[config.mk]
export PLATFORM = sky130hd
export DESIGN_NAME = err_clear_enc_div
export DESIGN_NICKNAME = d
export VERILOG_FILES = /design/src/pos_if_pkg.sv /design/src/enc_step_if.sv /design/src/err_clear_enc_div.sv /design/src/quad_decoder.sv
export SDC_FILE = /design/constraint.sdc
export NUM_CORES = 1
export LEC_CHECK = 0
export ABC_AREA = 1
export BUFFER_PORTS_ARGS = -buffer_cell sky130_fd_sc_hd__buf_2
export CORE_MARGIN = 5
export CORE_UTILIZATION = 39
export DETAILED_ROUTE_END_ITERATION = 16
export HOLD_SLACK_MARGIN = 0.03
export PLACE_DENSITY = 0.66
export REMOVE_ABC_BUFFERS = 1
export SYNTH_ARGS = -nofsm -noshare
export SYNTH_HDL_FRONTEND = slang
export SYNTH_SLANG_ARGS = --single-unit
[constraint.sdc]
create_clock -name core_clk_i -period 3.28 [get_ports core_clk_i]
set_input_delay 0.492 -clock core_clk_i [delete_from_list [all_inputs] [get_ports core_clk_i]]
set_output_delay 0.492 -clock core_clk_i [all_outputs]
set_load 0.03 [all_outputs]
[src/pos_if_pkg.sv]
// constants for error clear and divided encoder output logic
package pos_if_pkg;
    localparam int ERR_W   = 24;
    localparam int DIV_W   = 15;
    localparam int ACC_W   = 18;

    // clear form codes
    localparam logic [1:0] CLR_LEVEL_HIGH = 2'h0;
    localparam logic [1:0] CLR_EDGE_RISE  = 2'h1;
    localparam logic [1:0] CLR_LEVEL_LOW  = 2'h2;
    localparam logic [1:0] CLR_EDGE_FALL  = 2'h3;

    // encoder resolution codes
    localparam logic [1:0] ENC_13BIT = 2'h0;
    localparam logic [1:0] ENC_16BIT = 2'h1;

    // native pulses per revolution
    localparam logic [ACC_W-1:0] PPR_13BIT = 18'h00800;
    localparam logic [ACC_W-1:0] PPR_16BIT = 18'h04000;
    localparam logic [ACC_W-1:0] PPR_17BIT = 18'h08000;

    // divider limits and reset value
    localparam logic [DIV_W-1:0] DIV_MIN      = 15'h0010;
    localparam logic [DIV_W-1:0] DIV_MAX_13   = 15'h0800;
    localparam logic [DIV_W-1:0] DIV_MAX_HI   = 15'h4000;
    localparam logic [DIV_W-1:0] DIV_DEFAULT  = 15'h4000;

    localparam logic [ERR_W-1:0] ERR_ZERO     = 24'h000000;
    localparam logic [ACC_W-1:0] ACC_ZERO     = 18'h00000;
    localparam logic [1:0]       PHASE_ZERO   = 2'h0;
endpackage : pos_if_pkg

[src/enc_step_if.sv]
// step and direction from encoder decoder to divider
`timescale 1ns/10ps
interface enc_step_if;
    logic step;
    logic dir;
    modport src (output step, output dir);
    modport dst (input step, input dir);
endinterface : enc_step_if

[src/err_clear_enc_div.sv]
// error counter clear and divided encoder pulse output
`timescale 1ns/10ps
// Operation
// active clear condition forces error counter zero
// position loop inhibited while counter held cleared
// form 0 holds cleared while input high
// form 1 clears once per rising edge
// form 2 holds cleared while input low
// form 3 clears once per falling edge
// host holds clear at least 20 us
// phases A, B, C out as true/complement
// A/B carry programmed pulses per revolution
// divider independent of electronic gear
// divider range set by encoder resolution
// 13-bit encoder caps output at 2048
// divider change takes effect after power cycle
// host turns motor before using phase C
// A/B quadrature by direction, one C/rev
module err_clear_enc_div
    import pos_if_pkg::*;
(
    input  wire logic             core_clk_i,
    input  wire logic             rst_n_i,
    input  wire logic             error_clear_in_i,
    input  wire logic             error_clear_in_n_i,
    input  wire logic [1:0]       clear_form_select_i,
    input  wire logic [DIV_W-1:0] output_divider_setting_i,
    input  wire logic [1:0]       enc_resolution_i,
    input  wire logic             enc_a_i,
    input  wire logic             enc_b_i,
    input  wire logic             enc_index_i,
    input  wire logic             ref_up_i,
    input  wire logic             ref_down_i,
    output logic [ERR_W-1:0]      error_count_o,
    output logic                  position_loop_enable_o,
    output logic                  div_phase_a_out_o,
    output logic                  div_phase_a_out_n_o,
    output logic                  div_phase_b_out_o,
    output logic                  div_phase_b_out_n_o,
    output logic                  div_phase_c_out_o,
    output logic                  div_phase_c_out_n_o
);
    enc_step_if fb ();

    quad_decoder u_dec (
        .clk_i   (core_clk_i),
        .rst_n_i (rst_n_i),
        .a_i     (enc_a_i),
        .b_i     (enc_b_i),
        .stp     (fb.src)
    );

    // ---------------- error counter clear ----------------
    logic clr_lvl;
    logic clr_prev_r;
    logic clr_hold;
    logic clr_now;

    // clear level is high only when the true line is high and the complement line is low
    assign clr_lvl = error_clear_in_i & ~error_clear_in_n_i;
    assign clr_hold =
        (clear_form_select_i == CLR_LEVEL_HIGH &&  clr_lvl) ||
        (clear_form_select_i == CLR_LEVEL_LOW  && !clr_lvl);
    assign clr_now = clr_hold ||
        (clear_form_select_i == CLR_EDGE_RISE &&
          clr_lvl && !clr_prev_r) ||
        (clear_form_select_i == CLR_EDGE_FALL &&
         !clr_lvl &&  clr_prev_r);

    logic [ERR_W-1:0] err_r;
    logic [ERR_W-1:0] err_nxt;
    logic [ERR_W-1:0] ref_delta;
    logic [ERR_W-1:0] fb_delta;

    assign ref_delta = (ref_up_i && !ref_down_i) ? 24'h000001 :
                       (ref_down_i && !ref_up_i) ? 24'hffffff : ERR_ZERO;
    assign fb_delta  = !fb.step ? ERR_ZERO :
                       fb.dir ? 24'hffffff : 24'h000001;
    assign err_nxt   = clr_now ? ERR_ZERO
                               : err_r + ref_delta + fb_delta;

    always_ff @(posedge core_clk_i or negedge rst_n_i) begin
        if (!rst_n_i) begin
            clr_prev_r <= 1'b0;
            err_r      <= ERR_ZERO;
            position_loop_enable_o <= 1'b0;
        end else begin
            clr_prev_r <= clr_lvl;
            err_r      <= err_nxt;
            position_loop_enable_o <= !clr_hold;
        end
    end

    assign error_count_o = err_r;

    // ---------------- divider setting capture ----------------
    logic             loaded_r;
    logic [DIV_W-1:0] div_r;
    logic [DIV_W-1:0] div_cap;
    logic [DIV_W-1:0] div_max;
    logic [ACC_W-1:0] native_ppr;

    assign div_max = (enc_resolution_i == ENC_13BIT) ? DIV_MAX_13
                                                     : DIV_MAX_HI;
    // above range clamps to max, 2048 on 13-bit
    assign div_cap =
        (output_divider_setting_i < DIV_MIN) ? DIV_MIN :
        (output_divider_setting_i > div_max) ? div_max :
        output_divider_setting_i;
    assign native_ppr = (enc_resolution_i == ENC_13BIT) ? PPR_13BIT :
                        (enc_resolution_i == ENC_16BIT) ? PPR_16BIT :
                        PPR_17BIT;

    // taken once after reset release only
    always_ff @(posedge core_clk_i or negedge rst_n_i) begin
        if (!rst_n_i) begin
            loaded_r <= 1'b0;
            div_r    <= DIV_DEFAULT;
        end else if (!loaded_r) begin
            loaded_r <= 1'b1;
            div_r    <= div_cap;
        end
    end

    // ---------------- pulse divider ----------------
    // gear inputs deliberately not used here  R10
    logic [ACC_W-1:0] acc_r;
    logic [ACC_W-1:0] acc_nxt;
    logic [ACC_W-1:0] acc_up;
    logic [ACC_W-1:0] acc_dn;
    logic [ACC_W-1:0] div_ext;
    logic             out_fwd;
    logic             out_rev;
    logic [1:0]       ph_r;
    logic [1:0]       ph_nxt;

    assign div_ext = {{(ACC_W-DIV_W){1'b0}}, div_r};
    assign acc_up  = acc_r + div_ext;
    assign acc_dn  = acc_r - div_ext;
    assign out_fwd = loaded_r && fb.step &&  fb.dir &&
                     (acc_up >= native_ppr);
    assign out_rev = loaded_r && fb.step && !fb.dir &&
                     (acc_r < div_ext);
    assign acc_nxt = !(loaded_r && fb.step) ? acc_r :
                     fb.dir ? (out_fwd ? acc_up - native_ppr : acc_up)
                            : (out_rev ? acc_dn + native_ppr : acc_dn);
    assign ph_nxt  = out_fwd ? ph_r + 2'h1 :
                     out_rev ? ph_r - 2'h1 : ph_r;

    always_ff @(posedge core_clk_i or negedge rst_n_i) begin
        if (!rst_n_i) begin
            acc_r <= ACC_ZERO;
            ph_r  <= PHASE_ZERO;
        end else begin
            acc_r <= acc_nxt;
            ph_r  <= ph_nxt;
        end
    end

    // a leads b when counting up
    always_ff @(posedge core_clk_i or negedge rst_n_i) begin
        if (!rst_n_i) begin
            div_phase_a_out_o   <= 1'b0;
            div_phase_a_out_n_o <= 1'b1;
            div_phase_b_out_o   <= 1'b0;
            div_phase_b_out_n_o <= 1'b1;
            div_phase_c_out_o   <= 1'b0;
            div_phase_c_out_n_o <= 1'b1;
        end else begin
            div_phase_a_out_o   <=   ph_nxt[1] ^ ph_nxt[0];
            div_phase_a_out_n_o <= ~(ph_nxt[1] ^ ph_nxt[0]);
            div_phase_b_out_o   <=   ph_nxt[1];
            div_phase_b_out_n_o <=  ~ph_nxt[1];
            div_phase_c_out_o   <=   enc_index_i;
            div_phase_c_out_n_o <=  ~enc_index_i;
        end
    end
endmodule : err_clear_enc_div

[src/quad_decoder.sv]
// quadrature decoder: one step per encoder edge with direction
`timescale 1ns/10ps
module quad_decoder
    import pos_if_pkg::*;
(
    input  wire logic    clk_i,
    input  wire logic    rst_n_i,
    input  wire logic    a_i,
    input  wire logic    b_i,
    enc_step_if.src      stp
);
    logic [1:0] prev_r;
    logic [1:0] cur;
    logic       fwd;
    logic       rev;

    assign cur = {a_i, b_i};
    // a leads b for forward rotation
    assign fwd = (prev_r == 2'h0 && cur == 2'h2) ||
                 (prev_r == 2'h2 && cur == 2'h3) ||
                 (prev_r == 2'h3 && cur == 2'h1) ||
                 (prev_r == 2'h1 && cur == 2'h0);
    assign rev = (prev_r == 2'h0 && cur == 2'h1) ||
                 (prev_r == 2'h1 && cur == 2'h3) ||
                 (prev_r == 2'h3 && cur == 2'h2) ||
                 (prev_r == 2'h2 && cur == 2'h0);

    always_ff @(posedge clk_i or negedge rst_n_i) begin
        if (!rst_n_i) begin
            prev_r   <= PHASE_ZERO;
            stp.step <= 1'b0;
            stp.dir  <= 1'b0;
        end else begin
            prev_r   <= cur;
            stp.step <= fwd | rev;
            stp.dir  <= fwd;
        end
    end
endmodule : quad_decoder

==> metrics.txt, run 1 <==
vias in the first global route 6972; fin. max-slew vios 0; Global Route Usage Sum 0.2120; Synth area leaders dfrtp_1 (25%), ha_1 (12%), nand2_1 (9.5%); fin util 0.5455; Iteration-0 DRC Markers 341; post-synthesis cell area 0.006710 mm^2; crit-path leading delay family simple AND/OR/NAND/NOR gates; dpl cell area 0.008501 mm^2; Post-synth EDFFs 0; DRC violations left 0; Critical-path top delay cell dfstp_2; root buffer cell clkbuf_16; routed len/inst 15.21 um; final critical-path required period around 3400 ps; Peak VDD IR 0.0005516 V; post-synth top area share 0.2499; worst-path maximum fanout 5; Worst slew margin 0.3640; Place WS -315.8 ps; CP arrival 3600 ps; CTS Sinks 71; Max Cap Viol 0; crit path kind flip-flop to flip-flop; Layout area overhead 39.16%; worst skew pair latency 340 ps; clock slew at reported path FFs 60 ps; detailed-route via count 6884; Netlist cell types 50; HP Class primary input to flip-flop; Post-synth top cells nand2_1 (170), inv_1 (100), nor2_1 (77); RSZ-0062 raised after global routing true; Total Power 9.572 mW; FFs w/ async S/R, synth 1.000; final cell count without fillers 1367; Routed Wire Length 20790 um; HPWL Detailed 16440 um; nets 1254; Synth Register Bits a little over 70; clk buf depth 2; Power Dens Cells 1025 mW/mm^2; Starting Density 0.3920; Clock Skews 8.252 ps; fin area 0.009338 mm^2; post-route worst setup slack -91.46 ps; initial antenna violation count 0; number of routed nets with antenna violations 0; largest net degree at the start of global routing 72; Die Wd approximately 140 um; Hold Vio Cnt, Final 0; worst stage delay on the critical path around 540 ps; routed vias/inst 5.036; core area 0.01712 mm^2; DIE AREA about 0.020 mm^2; Worst Max-Slew Pin Slew roughly 950 ps; top-count cell post-synth nand2_1; cts hold-fix bufs 0; CP Launch Type flip-flop; Placed Instances ~1300; n_diodes 0; Synth Instances roughly 900; final setup vio count 8; CTS tree done; sequential element share of the synthesized area 0.2655; H-tree depth 3; ys flop type dfrtp_1; Pre-antenna DRT Iters 5; fin crit share 1.028; routability cong. ~0.95; # rows 48; first-pass GRT wire length around 34000 um; worst path required time 3510 ps; Buf+Inv Stages, Crit Path 4; outcome complete, but fails checks; num ports 59; crit-path most repeated cell nand2_2; Mapped Avg Cell Area 7.481 um^2; Num CTS Buffers 9; YS warnings 0; critical path endpoint category flip-flop; Die Height 141.2 um; Yosys top cell by area dfrtp_1; Leak 4.699 nW; global route total overflow 0; port bufs 58; ratio of cells with drive above 1 in the final layout 0.3546; Achievable Freq 0.2966 GHz; failing checks setup timing
==> logic make-up after synthesis <==
family / Yosys count / share of synthesized area
fa+ha+maj: 89 / 0.1950
xor+xnor: 38 / 0.04960
other cells: 1 / 0.0005589
flops: 71 / 0.2655
compound gates: 183 / 0.1557
buf+inv: 135 / 0.08074
simple gates: 380 / 0.2528
==> power by group <==
group          switching, mW  internal, mW  total, mW
logic                   3.89          3.17       7.06
registers              0.307          1.20       1.51
clock network          0.410         0.590       1.00
==> routing by layer <==
metal / global-route usage / up-vias / routed length, um
met5: 0 / - / 0
met4: 0.07037 / 0 / 514
met3: 0.02883 / 36 / 659
met2: 0.3815 / 129 / 10640
met1: 0.2602 / 3282 / 8982
li1: - / 3437 / -
==> area by class of cell <==
type / count / area (um^2)
clock buffer: 11 / 232.7
sequential: 71 / 1783
clock inverter: 5 / 58.81
inverter: 117 / 441.7
fill: 1626 / 7779
multi-input combinational: 692 / 4803
tap: 225 / 281.5
timing repair buffer: 246 / 1737
==> sequential cells by signal (all words and copies together), names as in the netlist, 2 cells and up <==
name,count
div_r,15
acc_r,18
error_count_o,24
u_dec.prev_r,2
==> repair_timing <==
action	CTS	global route
resized for setup	29	76
pin swaps	24	38
setup buffers	6	10
endpoints found under the setup margin	16	18
gates cloned	1	0
==> worst paths after layout <==
check                             from                 to  slack, ps  cells after the start
hold / removal             enc_index_i  div_phase_c_out_o        280                      1
setup reg to reg             div_r[14]  div_phase_a_out_o        -90                     26
setup / recovery             div_r[14]  div_phase_a_out_o        -90                     26
hold reg to reg               loaded_r           div_r[4]        540                      1
min in group asynchronous      rst_n_i         clr_prev_r        300                      1
max in group asynchronous      rst_n_i           acc_r[1]       2310                      1
==> cells in the final DEF, fill, tap and decap left out, drive strengths merged, types with 4 or more instances in the layout <==
cell and n:
o211ai 6, nor4 4, a21o 4, fa 26, ha 63, nand2 190
clkinv 5, buf 246, clkbuf 11, o21ai 69, a31oi 5, dfrtp 67
a21oi 82, nand3 75, xor2 27, nand4 5, nor2 88, xnor2 11
dfstp 4, o21bai 7, nor3 11, inv 114
==> metrics by stage <==
| step | hold WS (ps) | TNS [ps] |
|---|---|---|
| final | 275.0 | -406.7 |
| after global routing | 272.2 | -3006 |
| after CTS | 263.7 | -522.8 |
| after detailed placement | 521.6 | -3525 |
| after global placement | 515.7 | -2482 |
| after floorplan | 196.4 | -6948 |
==> worst register-to-register path, stage by stage, from the launching register on <==
cell	delay, ps
dfstp_2	540
inv_2	50
ha_4	230
inv_4	80
nand2_2	80
nor3_2	180
nand3_1	140
nand2_2	120
xor2_2	90
ha_1	350
nand2_2	70
inv_2	60
nand3_2	60
nor2_2	100
nand3_1	70
nor2_1	110
nand3_1	90
nor2_2	120
nand3_2	110
nand2_2	100
nor2_4	50
nor2_4	150
nand2_2	80
o21ai_4	90
inv_2	50
nand2_1	50
nand2_1	40
No activity file was read; power rests on OpenSTA's default activity.
==> run 2, diff against run 1 <==
Settings changed: GPL_TIMING_DRIVEN from default to 1, PLACE_DENSITY 0.66 to default.
==> metrics.txt, run 2 (synthesized netlist as in run 1, its figures left out) <==
Die Height 141.2 um (unchanged); RSZ-0062 raised after global routing true; Worst slew margin 0.3519 (-0.01205); failing checks setup timing; crit path kind flip-flop to flip-flop; detailed-route via count 6906 (+0.32%); Achievable Freq 0.2959 GHz (-0.25%); crit-path leading delay family simple AND/OR/NAND/NOR gates; Place WS -297.4 ps (+18.42 ps); CP startpoint div_r[14]; critical path endpoint category flip-flop; Clock Skews 12.74 ps (+4.488 ps); Clock Power Share 0.113 (+0.008); # rows 48 (unchanged); n_diodes 0 (unchanged); Routed Wire Length 21110 um (+1.5%); Worst R2R End acc_r[11]; global route total overflow 0 (unchanged); Iteration-0 DRC Markers 347 (+1.8%); HPWL Detailed 16550 um (+0.67%); final setup vio count 10 (+2); Hold Vio Cnt, Final 0 (unchanged); most frequent cells in the layout buf_4 (192), nand2_1 (154), inv_1 (93); root buffer cell clkbuf_16; Power Dens Cells 1045 mW/mm^2 (+1.9%); Critical-path top delay cell dfstp_2; R2R depth 24 (-7.7%); Critical R2R Launch div_r[14]; number of routed nets with antenna violations 0 (unchanged); worst stage delay on the critical path 540 ps (about the same); worst path required time 3550 ps (+40 ps); Fill cells 1645 (+1.2%); clk buf depth 2 (unchanged); CP Cell Sequence inv_2 > ha_4 > inv_4 > a21oi_4 > o21ai_1 > a21oi_1 > nand2_2 > xor2_2 > ha_1 > nand2_2 > inv_2 > nand3_2 > nor2_1 > nand3_1 > nor2_1 > nand3_1 > nor2_2 > nand3_2 > nand3_4 > nand2_2 > buf_6 > nand2_1 > o211ai_1 > nand3_1; Global Route Usage Sum 0.2186 (+0.006569); Num CTS Buffers 9 (unchanged); ratio of cells with drive above 1 in the final layout 0.3594 (+0.004734); CP arrival 3650 ps (+50 ps); worst skew pair latency 350 ps (about the same); max reg flops 24 (unchanged); DIE AREA 0.01993 mm^2 (unchanged); CTS tree done; Worst Max-Slew Pin Slew 972.1 ps (+18.07 ps); nets 1264 (+0.80%); routed len/inst 15.33 um (+0.80%); H-tree depth 3 (unchanged); port bufs 58 (unchanged); sw frac 0.4695 (-0.01217); Placed Instances 1340 (+0.45%); HP Class primary input to flip-flop; post-route worst setup slack -99.93 ps (-8.467 ps); Die Wd 141.2 um (unchanged); worst-path maximum fanout 3 (-2); routability cong. 0.9539 (+0.74%); fin crit share 1.030 (+0.002582); cell internal pwr 5.227 mW (+5.3%); Peak VDD IR 0.0005200 V (-5.7%); fin util 0.5509 (+0.005336); crit path to acc_r[11]; Layout area overhead 40.52%; switching pwr 4.625 mW (+0.33%); Reg2Reg Setup Slack -100 ps (about the same); Starting Density 0.3920 (unchanged); part of the power in registers 0.153 (-0.004); CP Launch Type flip-flop; core area 0.01712 mm^2 (unchanged); num ports 59 (unchanged); final cell count without fillers 1377 (+0.73%); outcome complete, but fails checks; Fin Setup TNS -629.3 ps (-222.6 ps); first-pass GRT wire length 34530 um (+1.8%); routed vias/inst 5.015 (-0.41%); clock slew at reported path FFs 60 ps (about the same); final critical-path required period 3380 ps (+8.467 ps); Pre-antenna DRT Iters 5 (unchanged); most common cell after layout, fill and taps aside buf_4; CTS Sinks 71 (unchanged); Leak 4.759 nW (+1.3%); initial antenna violation count 0 (unchanged); CP Depth 24 (-7.7%); vias in the first global route 7031 (+0.85%); worst hold margin 265.5 ps (-9.484 ps); Max Cap Viol 0 (unchanged); Buf+Inv Stages, Crit Path 4 (unchanged); Comb pwr share 0.734 (-0.004); DRC violations left 0 (unchanged); largest net degree at the start of global routing 72 (unchanged); fin. max-slew vios 0 (unchanged)
run 2: cell count changes in the layout (fill, tap and decap cells not counted), sizes merged:
cell and change:
clkbuf +2, clkinv -1, buf +10, bufinv +1, clkinvlp -2
run 2: cell type report:
| type | count | area, um^2 | area share |
|---|---|---|---|
| clock inverters | 3 | 65.06 | 0.006900 |
| inverters | 117 | 441.7 | 0.04684 |
| flip-flops and latches | 71 | 1782 | 0.1890 |
| repair buffers | 256 | 1805 | 0.1915 |
| clock buffers | 13 | 260.3 | 0.02760 |
| well taps | 225 | 281.5 | 0.02986 |
| multi-input cells | 692 | 4793 | 0.5084 |
run 2: worst reg2reg max path, cell delays in order (launching register included):
cell and delay [ps]:
dfstp_2 540, inv_2 50, ha_4 270, inv_4 50, a21oi_4 130, o21ai_1 80, a21oi_1 150, nand2_2 110
xor2_2 170, ha_1 340, nand2_2 60, inv_2 60, nand3_2 60, nor2_1 80, nand3_1 70, nor2_1 110
nand3_1 90, nor2_2 100, nand3_2 120, nand3_4 100, nand2_2 110, buf_6 170, nand2_1 40, o211ai_1 110
nand3_1 140
run 2: power by group through the flow:
| stage | registers, mW | logic [mW] | clock network (mW) |
|---|---|---|---|
| detailed placement | 1.49 | 6.41 | 0 |
| finish | 1.51 | 7.23 | 1.12 |
| global route | 1.56 | 7.98 | 1.18 |
| CTS | 1.50 | 6.78 | 1.14 |
| global placement | 1.48 | 6.38 | 0 |
| floorplan | 1.76 | 3.43 | 0 |
run 2: how the worst min path moves through the flow:
stage / slack (ps) / to / cells past startpoint / start
2_1_floorplan: 200 / acc_r[0] / 0 / rst_n_i
3_3_place_gp: 500 / acc_r[0] / 2 / acc_r[0]
3_5_place_dp: 520 / acc_r[0] / 2 / acc_r[0]
4_1_cts: 250 / div_phase_c_out_n_o / 2 / enc_index_i
5_1_grt: 260 / div_phase_c_out_o / 1 / enc_index_i
6_report: 270 / div_phase_c_out_n_o / 2 / enc_index_i
run 2: per-layer routing:
layer  up-vias  part of all wire  global-route usage
li1       3454                 -                   -
met1      3237              0.42              0.2646
met2       159              0.49              0.3762
met3        56             0.043             0.04003
met4         0             0.040              0.1005
met5         -                 0                   0
run 2: repair_timing:
action                                  4_1_cts  5_1_grt
pin swaps                                    22       36
gates resized for setup                      48       57
endpoints found under the hold margin         0        0
hold buffers                                  0        0
cloned                                        1        0
endpoints found under the setup margin       16       23
buffers inserted                              8       13
run 2: stage by stage:
stage | power [mW] | area (um^2)
2_1_floorplan | 5.194 | 6608
3_3_place_gp | 7.866 | 8521
3_5_place_dp | 7.899 | 8521
4_1_cts | 9.414 | 9121
5_1_grt | 10.72 | 9429
6_report | 9.852 | 9429
